--- src/mtr_pkg.sv ---
// Purpose: Shared constants, types and report layout for the touch-panel gesture reader.
// Assumes: The core clock runs at 250 MHz and the serial link runs near 100 kHz.
// Notes: Report bytes are read in one burst starting at a fixed register pointer.
package mtr_pkg;

    // Core clock rate and the serial clock period that the master generates.
    localparam int CLK_MHZ = 250;
    localparam int SCL_PERIOD_NS = 10000;
    // A least period, so the quarter count rounds up.
    localparam int QTR_CYC = (SCL_PERIOD_NS * CLK_MHZ + 3999) / 4000;
    localparam int QTR_W = 10;
    localparam logic [QTR_W-1:0] QTR_LAST = QTR_W'(QTR_CYC - 1);

    // Report field widths.
    localparam int X_W = 10;
    localparam int Y_W = 9;
    localparam int CNT_W = 2;
    localparam int GEST_W = 8;

    // Burst layout: byte index of each field within the read burst.
    localparam int BYTES = 10;
    localparam logic [3:0] LAST_BYTE = 4'(BYTES - 1);
    localparam int B_GEST = 0;
    localparam int B_CNT = 1;
    localparam int B_AXH = 2;
    localparam int B_AXL = 3;
    localparam int B_AYH = 4;
    localparam int B_AYL = 5;
    localparam int B_BXH = 6;
    localparam int B_BXL = 7;
    localparam int B_BYH = 8;
    localparam int B_BYL = 9;

    // Bit counter value of the acknowledge slot, and the last quarter phase.
    localparam logic [3:0] ACK_BIT = 4'h8;
    localparam logic [1:0] PH_LAST = 2'h3;

    // Finger count ceiling and gesture codes.
    localparam logic [CNT_W-1:0] MAX_FINGERS = 2'h2;
    localparam logic [GEST_W-1:0] GEST_NONE = 8'h00;
    localparam logic [GEST_W-1:0] G1_NORTH = 8'h10;
    localparam logic [GEST_W-1:0] G1_NWEST = 8'h1E;
    localparam logic [GEST_W-1:0] G1_CLICK = 8'h20;
    localparam logic [GEST_W-1:0] G1_DCLICK = 8'h22;
    localparam logic [GEST_W-1:0] G1_ROT_CW = 8'h28;
    localparam logic [GEST_W-1:0] G1_ROT_ACW = 8'h29;
    localparam logic [GEST_W-1:0] G2_NORTH = 8'h30;
    localparam logic [GEST_W-1:0] G2_NWEST = 8'h3E;
    localparam logic [GEST_W-1:0] G2_CLICK = 8'h40;
    localparam logic [GEST_W-1:0] G2_ZOOM_IN = 8'h48;
    localparam logic [GEST_W-1:0] G2_ZOOM_OUT = 8'h49;

    // Sequencer states.
    typedef enum logic [2:0] {
        ST_IDLE = 3'b000,
        ST_START = 3'b001,
        ST_TX = 3'b010,
        ST_RX = 3'b011,
        ST_STOP = 3'b100,
        ST_DONE = 3'b101,
        ST_FLAG = 3'b110
    } mtr_state_e;

    // One complete touch report as presented to the host logic.
    typedef struct packed {
        logic [X_W-1:0] a_x;
        logic [Y_W-1:0] a_y;
        logic [X_W-1:0] b_x;
        logic [Y_W-1:0] b_y;
        logic [CNT_W-1:0] count;
        logic [GEST_W-1:0] gesture;
    } mtr_report_s;

endpackage

--- src/mtr_reader.sv ---
// Purpose: Serial-bus master that reads touch reports from a panel controller.
// Assumes: The controller pulls its interrupt low while a report waits.
// Notes: Data line is open drain; the serial clock is driven push-pull.
//
// What this block does
// - All logic and all host outputs run from the single core clock.
// - The valid strobe rises only after all six report outputs hold the new report.
// - The first point is a 10-bit horizontal and a 9-bit vertical coordinate.
// - The second point uses the same 10-bit and 9-bit format as the first.
// - The finger count is 2 bits and only ever carries 0, 1 or 2.
// - The gesture output is an 8-bit code naming the detected gesture.
// - One-finger codes are even 0x10 to 0x1E, click 0x20, double 0x22, rotate 0x28 and 0x29.
// - Two-finger codes are even 0x30 to 0x3E, click 0x40, zoom 0x48 and 0x49.
// - The reader is master, drives the serial clock and drives and samples the data line.
`timescale 1ns/1ps
`default_nettype none
module mtr_reader #(
    parameter logic [6:0] DEV_ADDR = 7'h38,
    parameter logic [7:0] REG_START = 8'h00,
    parameter int QTR_COUNT = mtr_pkg::QTR_CYC // Clocks per quarter bit; sets the serial rate.
) (
    input wire logic sys_clk,
    input wire logic arst_n,
    input wire logic touch_irq_n_in,
    output logic report_valid_out,
    output logic [mtr_pkg::X_W-1:0] point_a_x,
    output logic [mtr_pkg::Y_W-1:0] point_a_y,
    output logic [mtr_pkg::X_W-1:0] point_b_x,
    output logic [mtr_pkg::Y_W-1:0] point_b_y,
    output logic [mtr_pkg::CNT_W-1:0] finger_count,
    output logic [mtr_pkg::GEST_W-1:0] gesture_code,
    output logic serial_clk_out,
    input wire logic serial_data_io_in,
    output logic serial_data_io_out,
    output logic serial_data_io_oe
);
    import mtr_pkg::*;

    // True for every code in the one-finger and two-finger gesture tables.
    function automatic logic gesture_known(input logic [GEST_W-1:0] code);
        logic one_dir;
        logic two_dir;
        one_dir = (code >= G1_NORTH) && (code <= G1_NWEST) && !code[0];
        two_dir = (code >= G2_NORTH) && (code <= G2_NWEST) && !code[0];
        gesture_known = one_dir || two_dir
            || (code == G1_CLICK) || (code == G1_DCLICK)
            || (code == G1_ROT_CW) || (code == G1_ROT_ACW)
            || (code == G2_CLICK) || (code == G2_ZOOM_IN)
            || (code == G2_ZOOM_OUT);
    endfunction

    mtr_state_e state_q;
    logic [1:0] sync0_q;
    logic [1:0] sync1_q;
    logic [QTR_W-1:0] qtr_q;
    logic [1:0] ph_q;
    logic [3:0] bit_q;
    logic [3:0] byte_q;
    logic [1:0] seq_q;
    logic [7:0] shift_q;
    logic nack_q;
    logic fail_q;
    logic valid_q;
    logic scl_q;
    logic oe_q;
    logic [7:0] buf_q [0:BYTES-1];
    mtr_report_s report_q;

    // Both pins come from outside the clock domain; each passes two flops before use.
    // The first stage is read only by the second stage.
    logic [1:0] pin_raw;
    assign pin_raw = {serial_data_io_in, touch_irq_n_in};
    generate
        for (genvar i = 0; i < 2; i++) begin : g_sync
            always_ff @(posedge sys_clk or negedge arst_n) begin
                if (!arst_n) begin
                    sync0_q[i] <= 1'b1;
                    sync1_q[i] <= 1'b1;
                end else begin
                    sync0_q[i] <= pin_raw[i];
                    sync1_q[i] <= sync0_q[i];
                end
            end
        end
    endgenerate

    // Quarter length is a parameter so another serial rate needs no package change.
    localparam logic [QTR_W-1:0] QTR_END = QTR_W'(QTR_COUNT - 1);

    wire irq_pend = !sync1_q[0];
    wire sda_s = sync1_q[1];
    wire busy = (state_q == ST_START) || (state_q == ST_TX)
        || (state_q == ST_RX) || (state_q == ST_STOP);
    wire tick = busy && (qtr_q == QTR_END);
    wire ph_end = tick && (ph_q == PH_LAST);
    wire ph_sample = tick && (ph_q == 2'h2);
    wire in_ack = (bit_q == ACK_BIT);
    wire last_byte = (byte_q == LAST_BYTE);

    // Line levels per state and quarter: clock high in the middle two quarters of a bit, and in the last three quarters of the stop.
    // Data only changes in quarters where the clock is low, except start and stop edges.
    wire ph_mid = (ph_q == 2'h1) || (ph_q == 2'h2);
    wire scl_d = (state_q == ST_START || state_q == ST_TX || state_q == ST_RX) ? ph_mid
        : (state_q == ST_STOP) ? (ph_q != 2'h0) : 1'b1;
    wire oe_d = (state_q == ST_START) ? ph_q[1]
        : (state_q == ST_TX) ? (!in_ack && !shift_q[7])
        : (state_q == ST_RX) ? (in_ack && !last_byte)
        : (state_q == ST_STOP) ? !ph_q[1] : 1'b0;

    // Report decode from the burst; the count is clamped and unknown gestures read as none.
    wire [7:0] cnt_raw = buf_q[B_CNT];
    wire [CNT_W-1:0] cnt_dec = (cnt_raw > 8'(MAX_FINGERS)) ? MAX_FINGERS
        : cnt_raw[CNT_W-1:0];
    wire [GEST_W-1:0] gest_dec = gesture_known(buf_q[B_GEST]) ? buf_q[B_GEST]
        : GEST_NONE;
    mtr_report_s report_d;
    assign report_d.a_x = {buf_q[B_AXH][1:0], buf_q[B_AXL]};
    assign report_d.a_y = {buf_q[B_AYH][0], buf_q[B_AYL]};
    assign report_d.b_x = {buf_q[B_BXH][1:0], buf_q[B_BXL]};
    assign report_d.b_y = {buf_q[B_BYH][0], buf_q[B_BYL]};
    assign report_d.count = cnt_dec;
    assign report_d.gesture = gest_dec;

    // Quarter-bit timer; it only runs while a transfer is on the wire.
    always_ff @(posedge sys_clk or negedge arst_n) begin
        if (!arst_n) begin
            qtr_q <= '0;
        end else begin
            qtr_q <= (!busy || tick) ? '0 : qtr_q + 1'b1;
        end
    end

    // Pin drivers are registered so the pins never glitch on decode changes.
    always_ff @(posedge sys_clk or negedge arst_n) begin
        if (!arst_n) begin
            scl_q <= 1'b1;
            oe_q <= 1'b0;
        end else begin
            scl_q <= scl_d;
            oe_q <= oe_d;
        end
    end

    // Transfer sequencer: write pointer, repeated start, read burst, stop, publish.
    // A missing acknowledge aborts with a stop; the still-low interrupt then retries.
    always_ff @(posedge sys_clk or negedge arst_n) begin
        if (!arst_n) begin
            state_q <= ST_IDLE;
            ph_q <= 2'h0;
            bit_q <= 4'h0;
            byte_q <= 4'h0;
            seq_q <= 2'h0;
            shift_q <= 8'h00;
            nack_q <= 1'b0;
            fail_q <= 1'b0;
            valid_q <= 1'b0;
            report_q <= '0;
            for (int k = 0; k < BYTES; k++) begin
                buf_q[k] <= 8'h00;
            end
        end else begin
            valid_q <= 1'b0;
            if (tick) begin
                ph_q <= ph_q + 2'h1;
            end
            case (state_q)
                ST_IDLE: begin
                    ph_q <= 2'h0;
                    if (irq_pend) begin
                        state_q <= ST_START;
                        seq_q <= 2'h0;
                        fail_q <= 1'b0;
                    end
                end
                ST_START: begin
                    if (ph_end) begin
                        state_q <= ST_TX;
                        bit_q <= 4'h0;
                        shift_q <= {DEV_ADDR, seq_q[1]};
                    end
                end
                ST_TX: begin
                    if (ph_sample && in_ack) begin
                        nack_q <= sda_s;
                    end
                    if (ph_end) begin
                        if (!in_ack) begin
                            bit_q <= bit_q + 4'h1;
                            shift_q <= {shift_q[6:0], 1'b0};
                        end else if (nack_q) begin
                            fail_q <= 1'b1;
                            state_q <= ST_STOP;
                        end else if (seq_q == 2'h0) begin
                            shift_q <= REG_START;
                            bit_q <= 4'h0;
                            seq_q <= 2'h1;
                        end else if (seq_q == 2'h1) begin
                            state_q <= ST_START;
                            seq_q <= 2'h2;
                        end else begin
                            state_q <= ST_RX;
                            bit_q <= 4'h0;
                            byte_q <= 4'h0;
                        end
                    end
                end
                ST_RX: begin
                    if (ph_sample && !in_ack) begin
                        shift_q <= {shift_q[6:0], sda_s};
                    end
                    if (ph_end) begin
                        if (!in_ack) begin
                            bit_q <= bit_q + 4'h1;
                        end else begin
                            buf_q[byte_q] <= shift_q;
                            bit_q <= 4'h0;
                            if (last_byte) begin
                                state_q <= ST_STOP;
                            end else begin
                                byte_q <= byte_q + 4'h1;
                            end
                        end
                    end
                end
                ST_STOP: begin
                    if (ph_end) begin
                        state_q <= fail_q ? ST_IDLE : ST_DONE;
                    end
                end
                ST_DONE: begin
                    report_q <= report_d;
                    state_q <= ST_FLAG;
                end
                ST_FLAG: begin
                    valid_q <= 1'b1;
                    state_q <= ST_IDLE;
                end
                default: begin
                    state_q <= ST_IDLE;
                end
            endcase
        end
    end

    // Every output except the tied-low serial_data_io_out is a flop or a field of one.
    assign report_valid_out = valid_q;
    assign point_a_x = report_q.a_x;
    assign point_a_y = report_q.a_y;
    assign point_b_x = report_q.b_x;
    assign point_b_y = report_q.b_y;
    assign finger_count = report_q.count;
    assign gesture_code = report_q.gesture;
    assign serial_clk_out = scl_q;
    assign serial_data_io_oe = oe_q;
    assign serial_data_io_out = 1'b0; // Open drain: only ever pulls low.

endmodule
`default_nettype wire

--- config.mk ---
export PLATFORM = sky130hd
export DESIGN_NAME = mtr_reader
export DESIGN_NICKNAME = d
export VERILOG_FILES = /design/src/mtr_pkg.sv /design/src/mtr_reader.sv
export SDC_FILE = /design/constraint.sdc
export NUM_CORES = 1
export LEC_CHECK = 0
export ABC_AREA = 0
export BUFFER_PORTS_ARGS = -buffer_cell sky130_fd_sc_hd__buf_2
export CORE_AREA = 2 2 94 141
export DETAILED_ROUTE_END_ITERATION = 8
export DIE_AREA = 0 0 96 143
export GPL_TIMING_DRIVEN = 0
export HOLD_SLACK_MARGIN = 0.02
export PLACE_DENSITY_LB_ADDON = 0.2
export SLEW_MARGIN = 0
export SYNTH_ARGS = -nofsm -noshare
export SYNTH_HDL_FRONTEND = slang
export SYNTH_SLANG_ARGS = --single-unit
export TNS_END_PERCENT = 100
--- constraint.sdc ---
create_clock -name sys_clk -period 2.9 [get_ports sys_clk]
set_input_delay 0.58 -clock sys_clk [delete_from_list [all_inputs] [get_ports sys_clk]]
set_output_delay 0.58 -clock sys_clk [all_outputs]
set_load 0.02 [all_outputs]
# After elaboration in Yosys (flattened, before gate mapping)
# Cells that the tools add are included.
totals:
  out_inout_bits: 52
  register_bits: 170
  input_bits: 4
op_classes:
  magnitude_cmp: 7
  bitwise: 1
  reduce_logical: 46
  n_mux: 64
  addsub: 4
  n_eq_ne: 39
ops:
  columns: ["cell", "n"]
  rows:
  - ["$bwmux W80", 1]
  - ["$mux W8", 8]
  - ["$mux W4", 15]
  - ["$mux W3", 11]
  - ["$demux W8 S4", 1]
  - ["$eq A8 B6 Y1 const B", 4]
  - ["$ne A2 B2 Y1 const B", 13]
  - ["$eq A8 B7 Y1 const B", 3]
  - ["$pmux W8 S3", 1]
  - ["$mux W2", 10]
  - ["$pmux W3 S6", 1]
  - ["$reduce_and A6 Y1", 3]
  - ["$reduce_and A9 Y1", 2]
  - ["$logic_or A1 B1 Y1", 13]
  - ["$logic_and A1 B1 Y1", 12]
  - ["$pmux W4 S3", 1]
  - ["$mux W1", 11]
  - ["$add A10 B1 Y10 const B", 1]
  - ["$eq A10 B10 Y1 const B", 1]
  - ["$mux W10", 1]
  - ["$eq A3 B3 Y1 const B", 3]
  - ["$add A4 B1 Y4 const B", 2]
  - ["$eq A4 B4 Y1 const B", 2]
  - ["$ge A8 B5 Y1 const B", 1]
  - ["28 further kinds", 40]

# Logic depth before layout (Yosys ltp)
depth:
  word_depth: 12
  mapped_depth: 8

# Worst setup path after synthesis
# OpenSTA, ideal clock, no wires.
synth_path:
  path_type: "register -> register"
  from: "register qtr_q[0]"
  to: "register shift_q[0]"
  arrival_ns: 1.948
  setup_slack_ns: 0.827
  t_required_ns: 2.775
  path_stages_with_launch: 8
  setup_ns: 0.125
  n_path_buf: 0
  cell_sequence: "dfrtp_1 -> inv_1 -> ha_1 -> nor4b_4 -> and3_1 -> a22oi_1 -> a221oi_4 -> mux2_2"
synth_via:
  elab_chain_len: 6
synth_lines:
  columns: ["element", "line_no", "text"]
  rows:
  - ["start, declared", "mtr_reader.sv:55", "logic [QTR_W-1:0] qtr_q;"]
  - ["start signal, assigned", "mtr_reader.sv:129", "qtr_q <= (!busy || tick) ? '0 : qtr_q + 1'b1;"]
  - ["$eq A10 B10 Y1 (*)", "mtr_reader.sv:94", "wire tick = busy && (qtr_q == QTR_END);"]
  - ["$logic_and A1 B1 Y1 (*)", "mtr_reader.sv:94", null]
  - ["$logic_and A1 B1 Y1", "mtr_reader.sv:96", "wire ph_sample = tick && (ph_q == 2'h2);"]
  - ["$logic_and A1 B1 Y1", "mtr_reader.sv:208", "if (ph_sample && !in_ack) begin"]
  - ["$ne A2 B1 Y1 (no source line)", null, null]
  - ["$reduce_and A6 Y1 (no source line) (*)", null, null]
  - ["end signal, assigned", "mtr_reader.sv:179", "shift_q <= {DEV_ADDR, seq_q[1]};"]
  - ["end signal, assigned", "mtr_reader.sv:189", "shift_q <= {shift_q[6:0], 1'b0};"]
  - ["end signal, assigned", "mtr_reader.sv:209", "shift_q <= {shift_q[6:0], sda_s};"]
  - ["end, declared", "mtr_reader.sv:60", "logic [7:0] shift_q;"]
# Every way passes the cells marked *; elsewhere a longest branch is shown, timed or not.
# A chain may end at the register's enable or synchronous reset.

# Final worst setup path
layout_path:
  from: "register bit_q[0]"
  to: "register buf_q[72] (netlist bit)"
layout_via:
  elab_chain_len: 2
layout_lines:
  columns: ["element", "line_no", "text"]
  rows:
  - ["start, declared", "mtr_reader.sv:57", "logic [3:0] bit_q;"]
  - ["start signal, assigned", "mtr_reader.sv:188", "bit_q <= bit_q + 4'h1;"]
  - ["start signal, assigned", "mtr_reader.sv:213", "bit_q <= bit_q + 4'h1;"]
  - ["$eq A4 B4 Y1", "mtr_reader.sv:97", "wire in_ack = (bit_q == ACK_BIT);"]
  - ["$reduce_and A3 Y1 (no source line)", null, null]
  - ["end signal, assigned by index", "mtr_reader.sv:215", "buf_q[byte_q] <= shift_q;"]
  - ["end, declared", "mtr_reader.sv:66", "logic [7:0] buf_q [0:BYTES-1];"]
# No other way between the ends.

==> flow_metrics.py <==
metrics = {
    "outcome": {
        "status": "finished clean",
    },
    "detailed_routing": {
        "drt_wl_total_mm": 12.5,
        "vias": 4020,
        "drt-wirelength-per-cell_um": 17.1,
        "avgViaCountPerCell": 5.48,
        "drt_iter0_markers": 192,
        "drc": 0,
        "firstDrtPassIters": 4,
        "ant_nets": 0,
    },
    "place": {
        "post-dp-hpwl_mm": 8.77,
        "dpl_cell_area_mm2": 0.00676,
        "port_buffers": 54,
        "place_inst": 701,
        "place.gp.congestion": 0.901,
    },
    "power_and_ir_drop": {
        "power_per_cell_area_mw_per_mm2": 561,
        "clock_power_share_pct": 49.7,
        "seqPwrFrac_pct": 49.1,
        "ir_worst_vdd_mv": 0.382,
        "swShare_pct": 22.9,
        "p_leak_nw": 3.68,
        "switching_power_mw": 0.938,
        "combPwrFrac_pct": 1.1,
        "p_int_mw": 3.17,
    },
    "sta": {
        "setup_viol": 0,
        "drv_slew": 0,
        "hold_ws_ps": 83.0,
        "tightest_slew_ps": 755,
        "clock_skew_ps": 10.4,
        "fin_crit_sh_pct": 83.3,
        "maxSlewHeadroom_pct": 49.7,
        "period_minus_slack_ps": 2420,
        "rsz0062_at_grt": "no",
        "maxClockFrequency_mhz": 414,
        "hold_violations": 0,
    },
    "global_routing": {
        "grt_pass1_vias": 4142,
        "antenna_found_initial": 0,
        "grtUsageTotal_pct": 20.0,
        "grt_max_degree": 98,
        "grt_overflow": 0,
        "grt_pass1_wl_mm": 20.7,
    },
    "worst_setup_path": {
        "cp_num_buf_inv": 1,
        "r2r-start": "bit_q[0]",
        "critPathKind": "reg2reg",
        "crit_fanout": 8,
        "crit_family": "simple AND/OR/NAND/NOR gates",
        "end_kind": "flop",
        "r2r_end": "buf_q[72]",
        "reg2reg_slack_ps": 480,
        "slowest_delay_ps": 410,
        "cp_data_arrival_time_ps": 2720,
        "worstPathCellList": "inv_1 > ha_1 > and3b_1 > nand4_1 > nor4_4 > nand2_1 > mux2_2",
        "critPathSlowestCell": "dfrtp_1",
        "worstPathRequired_ps": 3200,
        "reg2reg_depth": 7,
        "crit_path_start_kind": "flop",
    },
    "yosys": {
        "yosysSeqAreaShare_pct": 57.7,
        "syn_nets": 505,
        "synth_edf_count": 0,
        "synth_cells": 490,
        "netlist-cell-type-count": 61,
        "async_reset_ff_share_pct": 100,
        "synth_common_cells": "139 x dfrtp_1, 94 x mux2_2, 29 x nand2_1, 29 x nor2_1, 24 x inv_1",
        "syn_avg_cell_area_um2": 12.8,
        "synthAdderAreaFrac_pct": 2.20,
        "muxShareOfSynthArea_pct": 17.9,
        "yosysMostFrequentCell": "dfrtp_1",
        "synthTopCellsByArea": "dfrtp_1 56%, mux2_2 17%, ha_1 2.2%",
        "ys_ff_latch": 144,
        "synth_top_family_by_area": "multiplexers",
        "synth_top_area_cell": "dfrtp_1",
        "synth-xor-area-share_pct": 1.40,
        "synth_top_area_share_pct": 55.6,
        "yosys.area_share.simple_pct": 10.9,
        "ys_warn_count": 0,
        "syn-cell-area_mm2": 0.00626,
        "synth_flop_cell": "dfrtp_1",
        "synth-compound-area-share_pct": 6.84,
    },
    "cts": {
        "clk_latency_ps": 420,
        "clockBufferDepth": 2,
        "post_cts_resized": 0,
        "cts_buffers": 17,
        "postCtsSetupBuffers": 0,
        "cts_hold_buf": 0,
        "clk_pin_slew_worst_paths_ps": 70,
        "root_buffer": "clkbuf_16",
        "htree_levels": 4,
        "cts.sinks": 144,
        "cts_tree": "built",
    },
    "floorplanning": {
        "die_y_um": 143,
        "start_util_pct": 50.3,
        "core_area_mm2": 0.0124,
        "dieArea_mm2": 0.0137,
        "ios": 56,
        "dieWidth_um": 96,
        "rows": 50,
    },
    "finish": {
        "final_util_pct": 58.8,
        "diodes": 0,
        "syn_to_final_growth_pct": 17.0,
        "final_cells": 733,
        "layout-drive-gt1-share_pct": 35.5,
        "fin_area_mm2": 0.00732,
        "fin_nets": 579,
    },
    "min_path": {
        "hold_class": "in2async",
    },
    "job": {
        "drv_cap": 0,
    },
}
-- cell usage in the layout, fill, tap and decap left out, types with 3 or more instances in the layout --
master,count
inv_1,24
nand2b_1,4
nor3_1,10
buf_6,3
xor2_1,5
clkinv_4,3
or4_1,3
nand2_1,29
mux2i_1,6
inv_6,5
o22ai_1,3
dfstp_2,5
dfrtp_1,139
a21oi_1,7
nor2_1,29
nand3_1,10
clkinvlp_4,4
nand3b_1,3
mux2_2,94
nand4_1,4
xnor2_1,5
nor2b_1,6
buf_2,58
and3_1,3
clkbuf_16,17
ha_1,11
a211oi_1,3
o31ai_1,3
a22o_1,6
o21ai_0,15
clkbuf_1,9
-- stage by stage --
| step | TNS [ps] | power [mW] | setup WS (ps) |
|---|---|---|---|
| finish | 0 | 4.10 | 485 |
| global route | 0 | 4.26 | 329 |
| CTS | 0 | 4.15 | 474 |
| global placement | -80840 | 2.09 | -593 |
| floorplan | 0 | 2.05 | 827 |
| detailed placement | 0 | 2.10 | 491 |
-- metal layers --
layer	part of all wire [%]	global-route usage (%)
met1	41	23.1
met3	3.1	4.85
met2	53	35.2
met5	0	0
met4	2.7	7.67
-- flip-flops by register name (all words and copies together) (netlist names), 2 cells and up --
name	count
point_a_x	10
seq_q	2
shift_q	8
state_q	3
sync0_q	2
cnt_raw	8
point_b_y	9
finger_count	2
point_a_y	9
bit_q	4
point_b_x	10
ph_q	2
byte_q	4
qtr_q	10
buf_q	46
gesture_code	8
-- how the worst max path moves through the flow --
stage / depth (start not counted) / end / slack, ps / startpoint
detailed placement: 7 / buf_q[74] / 490 / bit_q[0]
global placement: 1 / bit_q[1] / -590 / arst_n
global route: 7 / buf_q[22] / 330 / bit_q[0]
floorplan: 7 / shift_q[0] / 830 / qtr_q[0]
finish: 7 / buf_q[72] / 480 / bit_q[0]
CTS: 7 / buf_q[16] / 470 / bit_q[0]
-- cell type report --
cell class | instances | area (um^2)
fillers | 1038 | 5130
flip-flops and latches | 144 | 3610
multi-input cells | 302 | 2450
clock buffers | 18 | 439
repair buffers | 55 | 304
well taps | 156 | 195
clock inverters | 14 | 123
plain buffers | 20 | 104
inverters | 24 | 90.1
-- cells by family (layout without fill, tap and decap cells) --
logic type / after synthesis / count (layout)
compound gates: 58 / 58
xor+xnor: 10 / 10
fa+ha+maj: 11 / 11
buf+inv: 44 / 131
flops: 144 / 144
mux: 100 / 100
other cells: 1 / 1
simple gates: 122 / 122
-- power by group through the flow --
stage	clock network, mW	logic [mW]	registers (mW)
final	2.04	0.0467	2.02
after global routing	2.19	0.0561	2.01
after CTS	2.09	0.0500	2.02
after detailed placement	0	0.0501	2.05
after global placement	0	0.0420	2.05
after floorplan	0	0.00267	2.05
No activity file was read; power rests on OpenSTA's default activity.
